$ cat config.mk
export PLATFORM = sky130hd
export DESIGN_NAME = adcsel_top
export DESIGN_NICKNAME = d
export VERILOG_FILES = /design/src/core/adcsel_pkg.sv /design/src/core/adcsel_top.sv
export SDC_FILE = /design/constraint.sdc
export NUM_CORES = 1
export LEC_CHECK = 0
export BUFFER_PORTS_ARGS = -buffer_cell sky130_fd_sc_hd__buf_4
export CORE_MARGIN = 2
export CORE_UTILIZATION = 43
export DETAILED_ROUTE_END_ITERATION = 16
export PLACE_DENSITY = 0.95
export REMOVE_ABC_BUFFERS = 1
export SLEW_MARGIN = 40
export SYNTH_ARGS = -nofsm -noshare
export SYNTH_HDL_FRONTEND = slang
export SYNTH_SLANG_ARGS = --single-unit
$ cat constraint.sdc
create_clock -name pclk -period 3.9 [get_ports pclk]
set_input_delay 0.39 -clock pclk [delete_from_list [all_inputs] [get_ports pclk]]
set_output_delay 0.39 -clock pclk [all_outputs]
set_load 0.05 [all_outputs]
$ cat src/core/adcsel_pkg.sv
/*
 * Package for the input select and interrupt status block: register map,
 * field layouts, reset values and the route types driven to the mux.
 * Assumes a 32-bit APB bus with byte addresses and word-aligned registers.
 */
package adcsel_pkg;

	// Register byte addresses
	localparam logic [31:0] ADCSEL_CHANNEL_SELECT_ADDR = 32'h4006_8088;
	localparam logic [31:0] ADCSEL_INTERRUPT_STATUS_ADDR = 32'h4006_808c;
	localparam logic [31:0] ADCSEL_SEQ_CONTROL_ADDR = 32'h4006_8090;
	localparam logic [31:0] ADCSEL_ADC_CONTROL_ADDR = 32'h4006_8200;

	// Reset values
	localparam logic [31:0] ADCSEL_CHANNEL_SELECT_RESET = 32'h0000_0000;
	localparam logic [31:0] ADCSEL_INTERRUPT_STATUS_RESET = 32'h0000_0000;
	localparam logic [31:0] ADCSEL_SEQ_CONTROL_RESET = 32'h0000_0000;
	localparam logic [31:0] ADCSEL_ADC_CONTROL_RESET = 32'h0000_0000;

	// Field positions
	localparam int ADCSEL_POS_LSB = 0;
	localparam int ADCSEL_POS_MSB = 4;
	localparam int ADCSEL_NEG_LSB = 5;
	localparam int ADCSEL_NEG_MSB = 8;
	localparam int ADCSEL_CONV_FLAG_BIT = 0;
	localparam int ADCSEL_SEQ_FLAG_BIT = 1;
	localparam int ADCSEL_SEQ_IRQ_EN_BIT = 3;
	localparam int ADCSEL_HALF_DVDD_BIT = 8;

	// Positive select code boundaries
	localparam logic [4:0] ADCSEL_POS_AMP_FIRST = 5'h10;
	localparam logic [4:0] ADCSEL_POS_TEMP = 5'h14;
	localparam logic [4:0] ADCSEL_POS_AVDD_HALF = 5'h15;
	localparam logic [4:0] ADCSEL_POS_IO0_HALF = 5'h16;
	localparam logic [4:0] ADCSEL_POS_IO1 = 5'h17;
	localparam logic [4:0] ADCSEL_POS_GROUND_FIRST = 5'h18;
	localparam logic [4:0] ADCSEL_POS_RESERVED_FIRST = 5'h1e;

	// Negative select code boundaries
	localparam logic [3:0] ADCSEL_NEG_NEGREF = 4'h0;
	localparam logic [3:0] ADCSEL_NEG_POSREF = 4'h1;
	localparam logic [3:0] ADCSEL_NEG_ODD_FIRST = 4'h2;
	localparam logic [3:0] ADCSEL_NEG_NEGREF_FIRST = 4'ha;

	// Source kinds routed onto the converter inputs
	typedef enum logic [3:0] {
		ADCSEL_SRC_ANALOG_INPUT,
		ADCSEL_SRC_AMPLIFIER_OUTPUT,
		ADCSEL_SRC_TEMPERATURE,
		ADCSEL_SRC_AVDD_HALF,
		ADCSEL_SRC_FIRST_IO_SUPPLY_HALF,
		ADCSEL_SRC_SECOND_IO_SUPPLY,
		ADCSEL_SRC_GROUND,
		ADCSEL_SRC_DVDD_HALF,
		ADCSEL_SRC_NEGATIVE_REFERENCE,
		ADCSEL_SRC_POSITIVE_REFERENCE,
		ADCSEL_SRC_RESERVED
	} adcsel_src_t;

	// One mux route: what kind of source and which index within it
	typedef struct packed {
		adcsel_src_t kind;
		logic [3:0] index;
	} adcsel_route_t;

	// Register index seen by the bus decoder
	typedef enum logic [2:0] {
		ADCSEL_REG_CHANNEL_SELECT,
		ADCSEL_REG_INTERRUPT_STATUS,
		ADCSEL_REG_SEQ_CONTROL,
		ADCSEL_REG_ADC_CONTROL,
		ADCSEL_REG_NONE
	} adcsel_reg_t;

endpackage

$ cat src/core/adcsel_top.sv
/*
 * Input select and interrupt status block of the converter front end.
 * Holds the channel select register and decodes it to positive and negative
 * mux routes, keeps the sticky completion flags, and serves all over APB.
 * Assumes done and clear events are one-cycle pulses synchronous to pclk.
 */
//
// Summary of operation
// Positive codes: analog inputs, then amplifier outputs
// Upper positive codes: monitors, then ground/half-DVDD
// Negative field readable, writable, resets to zero
// Normal mode: negative field steers negative mux for analog input and amplifier codes
// Status bit one flags sequence completion
// Status bit zero flags single conversion completion
// Sequencer flag only set when enabled
// Negative codes: references, then odd inputs
`timescale 1ns/1ps

module adcsel_top
	import adcsel_pkg::*;
(
	input wire logic pclk,
	input wire logic presetn,
	input wire logic psel,
	input wire logic penable,
	input wire logic pwrite,
	input wire logic [31:0] paddr,
	input wire logic [31:0] pwdata,
	output logic [31:0] prdata,
	output logic pready,
	output logic pslverr,
	input wire logic normal_mode,
	input wire logic single_conversion_done,
	input wire logic sequence_done,
	input wire logic single_conversion_clear,
	input wire logic sequence_clear,
	output logic [4:0] positive_input_select,
	output logic [3:0] negative_input_select,
	output adcsel_route_t positive_route,
	output adcsel_route_t negative_route,
	output logic single_conversion_done_flag,
	output logic sequence_done_flag,
	output logic sequencer_irq_enable,
	output logic half_dvdd_select
);

	// Address decode, used by both the read path and the write path
	function automatic adcsel_reg_t decode_addr(input logic [31:0] addr);
		case (addr)
			ADCSEL_CHANNEL_SELECT_ADDR: decode_addr = ADCSEL_REG_CHANNEL_SELECT;
			ADCSEL_INTERRUPT_STATUS_ADDR: decode_addr = ADCSEL_REG_INTERRUPT_STATUS;
			ADCSEL_SEQ_CONTROL_ADDR: decode_addr = ADCSEL_REG_SEQ_CONTROL;
			ADCSEL_ADC_CONTROL_ADDR: decode_addr = ADCSEL_REG_ADC_CONTROL;
			default: decode_addr = ADCSEL_REG_NONE;
		endcase
	endfunction

	// Positive code to source route
	function automatic adcsel_route_t decode_positive(input logic [4:0] code,
		input logic half_dvdd);
		adcsel_route_t r;
		r.index = code[3:0];
		if (code < ADCSEL_POS_AMP_FIRST) begin
			r.kind = ADCSEL_SRC_ANALOG_INPUT;
		end else if (code < ADCSEL_POS_TEMP) begin
			r.kind = ADCSEL_SRC_AMPLIFIER_OUTPUT;
			r.index = {2'b00, code[1:0]};
		end else if (code == ADCSEL_POS_TEMP) begin
			r.kind = ADCSEL_SRC_TEMPERATURE;
		end else if (code == ADCSEL_POS_AVDD_HALF) begin
			r.kind = ADCSEL_SRC_AVDD_HALF;
		end else if (code == ADCSEL_POS_IO0_HALF) begin
			r.kind = ADCSEL_SRC_FIRST_IO_SUPPLY_HALF;
		end else if (code == ADCSEL_POS_IO1) begin
			r.kind = ADCSEL_SRC_SECOND_IO_SUPPLY;
		end else if (code < ADCSEL_POS_RESERVED_FIRST) begin
			r.kind = half_dvdd ? ADCSEL_SRC_DVDD_HALF : ADCSEL_SRC_GROUND;
		end else begin
			r.kind = ADCSEL_SRC_RESERVED;
		end
		if (r.kind != ADCSEL_SRC_ANALOG_INPUT && r.kind != ADCSEL_SRC_AMPLIFIER_OUTPUT) begin
			r.index = 4'h0;
		end
		decode_positive = r;
	endfunction

	// Negative code to source route
	function automatic adcsel_route_t decode_negative(input logic [3:0] code);
		adcsel_route_t r;
		logic [3:0] offset;
		offset = code - ADCSEL_NEG_ODD_FIRST;
		r.index = 4'h0;
		if (code == ADCSEL_NEG_NEGREF || code >= ADCSEL_NEG_NEGREF_FIRST) begin
			r.kind = ADCSEL_SRC_NEGATIVE_REFERENCE;
		end else if (code == ADCSEL_NEG_POSREF) begin
			r.kind = ADCSEL_SRC_POSITIVE_REFERENCE;
		end else begin
			// Odd inputs 1..15: index = 2*(code-2)+1; the offset is taken on the
			// full code so codes 8 and 9 do not wrap back onto low inputs
			r.kind = ADCSEL_SRC_ANALOG_INPUT;
			r.index = {offset[2:0], 1'b1};
		end
		decode_negative = r;
	endfunction

	logic [31:0] next_prdata;
	logic next_pready;
	logic next_pslverr;
	logic [4:0] next_positive_input_select;
	logic [3:0] next_negative_input_select;
	adcsel_route_t next_positive_route;
	adcsel_route_t next_negative_route;
	logic next_single_conversion_done_flag;
	logic next_sequence_done_flag;
	logic next_sequencer_irq_enable;
	logic next_half_dvdd_select;
	adcsel_reg_t sel_reg;
	logic write_now;

	assign sel_reg = decode_addr(paddr);
	// A write lands only at the completing edge of the access phase
	assign write_now = psel & penable & pready & pwrite;

	// Bus answer: one wait-free access, read data and error set up in the
	// setup cycle so every bus output comes from a flip-flop
	always_comb begin
		next_pready = psel & ~penable & ~pready;
		next_pslverr = 1'b0;
		next_prdata = 32'h0000_0000;
		if (psel & ~penable) begin
			next_pslverr = (sel_reg == ADCSEL_REG_NONE);
			if (!pwrite) begin
				case (sel_reg)
					ADCSEL_REG_CHANNEL_SELECT: begin
						next_prdata[ADCSEL_POS_MSB:ADCSEL_POS_LSB] = positive_input_select;
						next_prdata[ADCSEL_NEG_MSB:ADCSEL_NEG_LSB] = negative_input_select;
					end
					ADCSEL_REG_INTERRUPT_STATUS: begin
						next_prdata[ADCSEL_CONV_FLAG_BIT] = single_conversion_done_flag;
						next_prdata[ADCSEL_SEQ_FLAG_BIT] = sequence_done_flag;
					end
					ADCSEL_REG_SEQ_CONTROL: begin
						next_prdata[ADCSEL_SEQ_IRQ_EN_BIT] = sequencer_irq_enable;
					end
					ADCSEL_REG_ADC_CONTROL: begin
						next_prdata[ADCSEL_HALF_DVDD_BIT] = half_dvdd_select;
					end
					default: begin
						next_prdata = 32'h0000_0000;
					end
				endcase
			end
		end
	end

	// Register writes; status is read-only so bus writes to it are dropped
	always_comb begin
		next_positive_input_select = positive_input_select;
		next_negative_input_select = negative_input_select;
		next_sequencer_irq_enable = sequencer_irq_enable;
		next_half_dvdd_select = half_dvdd_select;
		if (write_now) begin
			case (sel_reg)
				ADCSEL_REG_CHANNEL_SELECT: begin
					next_positive_input_select = pwdata[ADCSEL_POS_MSB:ADCSEL_POS_LSB];
					next_negative_input_select = pwdata[ADCSEL_NEG_MSB:ADCSEL_NEG_LSB];
				end
				ADCSEL_REG_SEQ_CONTROL: begin
					next_sequencer_irq_enable = pwdata[ADCSEL_SEQ_IRQ_EN_BIT];
				end
				ADCSEL_REG_ADC_CONTROL: begin
					next_half_dvdd_select = pwdata[ADCSEL_HALF_DVDD_BIT];
				end
				default: begin
					next_half_dvdd_select = half_dvdd_select;
				end
			endcase
		end
	end

	// Routes follow the registered codes one cycle later; the negative
	// mux stage is only steered by the field in normal mode for inputs
	// that are measured differentially, else it parks on the reference
	always_comb begin
		next_positive_route = decode_positive(positive_input_select, half_dvdd_select);
		if (normal_mode && (next_positive_route.kind == ADCSEL_SRC_ANALOG_INPUT ||
			next_positive_route.kind == ADCSEL_SRC_AMPLIFIER_OUTPUT)) begin
			next_negative_route = decode_negative(negative_input_select);
		end else begin
			next_negative_route.kind = ADCSEL_SRC_NEGATIVE_REFERENCE;
			next_negative_route.index = 4'h0;
		end
	end

	// Sticky flags: a done event in the clearing cycle wins over the clear
	always_comb begin
		next_single_conversion_done_flag = single_conversion_done_flag;
		next_sequence_done_flag = sequence_done_flag;
		if (single_conversion_clear) begin
			next_single_conversion_done_flag = 1'b0;
		end
		if (sequence_clear) begin
			next_sequence_done_flag = 1'b0;
		end
		if (single_conversion_done) begin
			next_single_conversion_done_flag = 1'b1;
		end
		if (sequence_done && sequencer_irq_enable) begin
			next_sequence_done_flag = 1'b1;
		end
	end

	// State registers
	always_ff @(posedge pclk or negedge presetn) begin
		if (!presetn) begin
			prdata <= 32'h0000_0000;
			pready <= 1'b0;
			pslverr <= 1'b0;
			positive_input_select <= ADCSEL_CHANNEL_SELECT_RESET[ADCSEL_POS_MSB:ADCSEL_POS_LSB];
			negative_input_select <= ADCSEL_CHANNEL_SELECT_RESET[ADCSEL_NEG_MSB:ADCSEL_NEG_LSB];
			positive_route <= '{kind: ADCSEL_SRC_ANALOG_INPUT, index: 4'h0};
			negative_route <= '{kind: ADCSEL_SRC_NEGATIVE_REFERENCE, index: 4'h0};
			single_conversion_done_flag <= ADCSEL_INTERRUPT_STATUS_RESET[ADCSEL_CONV_FLAG_BIT];
			sequence_done_flag <= ADCSEL_INTERRUPT_STATUS_RESET[ADCSEL_SEQ_FLAG_BIT];
			sequencer_irq_enable <= ADCSEL_SEQ_CONTROL_RESET[ADCSEL_SEQ_IRQ_EN_BIT];
			half_dvdd_select <= ADCSEL_ADC_CONTROL_RESET[ADCSEL_HALF_DVDD_BIT];
		end else begin
			prdata <= next_prdata;
			pready <= next_pready;
			pslverr <= next_pslverr;
			positive_input_select <= next_positive_input_select;
			negative_input_select <= next_negative_input_select;
			positive_route <= next_positive_route;
			negative_route <= next_negative_route;
			single_conversion_done_flag <= next_single_conversion_done_flag;
			sequence_done_flag <= next_sequence_done_flag;
			sequencer_irq_enable <= next_sequencer_irq_enable;
			half_dvdd_select <= next_half_dvdd_select;
		end
	end

endmodule

==> metrics.cfg <==
[timing]
setup_ws_ns = 1.72
hold_viol_final = 0
fin_crit_ns = 2.18
fin_crit_sh_pct = 55.9
tightest_slew_ns = 0.738
finClkSkew_ns = 0.00527
fmax_mhz = 459
setup_violations = 0
relSlewSlack_pct = 50.1
setup-tns-final_ns = 0
worst_hold_slack_ns = 0.0556
drv_slew = 0
rsz0062_at_grt = false

[synth]
avgSynthCellArea_um2 = 11.0
synth_seq_cells = 38
synth_area_um2 = 1830
syn_inst = 167
async_flop_share_pct = 100
ys_seq_area_share_pct = 52.0
ys.flop_type = dfrtp_1
synth_edf_count = 0
yosys.cell_types.count = 38
ys_warn_count = 0

[global_route]
grt_max_degree = 39
grt_pass1_vias = 1519
grt_overflow_total = 0
grt_usage_pct = 17.8
grt_antenna_before_repair = 0
grt_pass1_wl_um = 6870

[place]
globalplace.congestion = 0.902
dpl_worst_slack_ns = 1.44
io_buffers = 88
dp_hpwl_um = 3360

[routing]
wirelength_um = 4210
via_per_inst = 4.97
route.detailed.drc = 0
wl_per_cell_um = 13.5
drt_iter0_drc = 91
vias = 1547
antenna_left = 0
drt_pre_antenna_iters = 6

[critical_path]
endpoint_kind = flop
crit_buf_inv = 1
critPathTopFamily = simple AND/OR/NAND/NOR gates
path_cells = buf_4 > nor4bb_1 > nand4_1 > nor4_4 > mux2_2
criticalPathCategory = primary input to flop
cp_max_fo = 9
critical-path-max-stage-delay_ns = 0.61
cp.required_ns = 4.07
cp.arrival_ns = 2.35
start_kind = primary input
slowest_stage = nor4bb_1

[final_layout]
layout-drive-gt1-share_pct = 42.1
nNetsFinal = 334
num_antenna_cells = 0
area_delta_synth_final_pct = 39.0
final_core_util_pct = 62.7
final.fill_count = 322

[power]
peakVddDrop_mv = 0.155
internal-power_mw = 0.578
p_comb_share_pct = 15.6
power-per-cell-area_nw_per_um2 = 310
p_switching_mw = 0.210
p_leak_nw = 1.33
sequentialPowerShare_pct = 50.4
sw_frac_of_total_pct = 26.7
clkPwrFrac_pct = 33.9

[die]
io_pins = 137
design.core.area_um2 = 4060
dieArea_um2 = 4790
die_y_um = 69.2
die-width_um = 69.2
start_util_pct = 45.1
num_rows = 23

[worst_hold_path]
hp-class = primary input to async pin

[cts]
cts.sinks = 38
clk_pin_slew_worst_paths_ns = 0.07
postCtsResizedCells = 0
htreeDepth = 2
cts_max_path_buffers = 2
hold_buffers = 0
root_buffer = clkbuf_8
cts_tree = done
cts_made_buffers = 5
postCtsSetupBuffers = 0
clock_latency_ns = 0.28

[run_status]
status = complete, no violations

[job]
max-cap-violations = 0

-- synthesized netlist by cell type, types with 2 or more instances --
library cell | count | area, um^2
a21o_1 | 2 | 15.0
a21oi_1 | 5 | 25.0
and2_1 | 9 | 56.3
buf_4 | 25 | 188
dfrtp_1 | 37 | 926
inv_1 | 4 | 15.0
mux2_2 | 11 | 124
nand2_1 | 11 | 41.3
nand3_1 | 4 | 20.0
nand4_1 | 3 | 18.8
nor2_1 | 11 | 41.3
nor2b_1 | 3 | 18.8
nor4_1 | 4 | 25.0
nor4b_1 | 5 | 43.8
nor4bb_1 | 2 | 20.0
o21ai_0 | 8 | 40.0
xnor2_1 | 2 | 17.5
-- kinds of logic after synthesis --
family | Yosys count | share of synthesized area, %
and+or+nand+nor | 66 | 22.8
DFF | 38 | 52.0
buffers and inverters | 30 | 11.3
AOI/OAI and AO/OA | 19 | 5.95
muxes | 11 | 6.77
xor gates and xnor gates | 2 | 0.957
other | 1 | 0.205
-- worst register-to-register path, stage by stage, from the launching register on --
cell	delay, ns
dfrtp_1	0.38
nand4_1	0.16
nor4_4	0.58
mux2_2	0.42
-- metrics by stage --
stage	power, mW	cell area (um^2)	std cells
after floorplan	0.473	1730	165
after global placement	0.525	2450	303
after detailed placement	0.528	2450	303
after CTS	0.796	2540	311
after global routing	0.815	2540	311
final	0.787	2540	311
-- routing by layer --
metal	track usage, %	routed length (um)	up-vias	part of all wire, %
li1	-	-	725	-
met5	0	0	-	0
met4	7.63	85	0	2.0
met1	19.6	1580	735	37
met3	4.51	326	8	7.7
met2	32.4	2220	79	53
-- power by group through the flow --
stage / combinational, mW / sequential, mW / clock [mW]
after floorplan: 0.0618 / 0.411 / 0
after global placement: 0.120 / 0.404 / 0
after detailed placement: 0.123 / 0.405 / 0
after CTS: 0.123 / 0.397 / 0.276
after global routing: 0.130 / 0.397 / 0.288
final: 0.123 / 0.397 / 0.267
-- cell type report --
cell class	count	area (um^2)	share of cell area [%]
flip-flops and latches	38	952	37.4
clock buffers	7	86.3	3.39
clock inverters	1	5.00	0.197
inverters	4	15.0	0.590
multi-input cells	123	762	30.0
well taps	50	62.6	2.46
repair buffers	88	661	26.0
-- cells in the final DEF, fill, tap and decap left out, types with 2 or more instances in the layout --
| cell type | instances |
|---|---|
| buf_4 | 88 |
| dfrtp_1 | 37 |
| conb_1 | 25 |
| nand2_1 | 11 |
| nor2_1 | 11 |
| mux2_2 | 11 |
| and2_1 | 9 |
| o21ai_0 | 8 |
| clkbuf_8 | 6 |
| a21oi_1 | 5 |
| nor4b_1 | 5 |
| nor4_1 | 4 |
| nand3_1 | 4 |
| inv_1 | 4 |
| nor2b_1 | 3 |
| nand4_1 | 3 |
| xnor2_1 | 2 |
| nor4bb_1 | 2 |
| a21o_1 | 2 |
-- state kept, by name, summed over array words and instances, names as in the netlist --
name,flops
half_dvdd_select,1
positive_route,8
pready,1
sequence_done_flag,1
prdata,9
negative_input_select,4
positive_input_select,5
pslverr,1
sequencer_irq_enable,1
single_conversion_done_flag,1
negative_route,6
-- worst paths after layout --
path	from	endpoint	slack, ns	depth (start not counted)
max	paddr[4]	negative_input_select[2]	1.72	5
min	presetn	prdata[0]	0.06	1
max reg2reg	pready	negative_input_select[2]	2.24	3
min reg2reg	pready	pready	0.48	1
max in group asynchronous	presetn	negative_route[7]	3.50	1
min in group pclk	sequence_clear	sequence_done_flag	0.28	2
No activity file was read; power rests on OpenSTA's default activity.
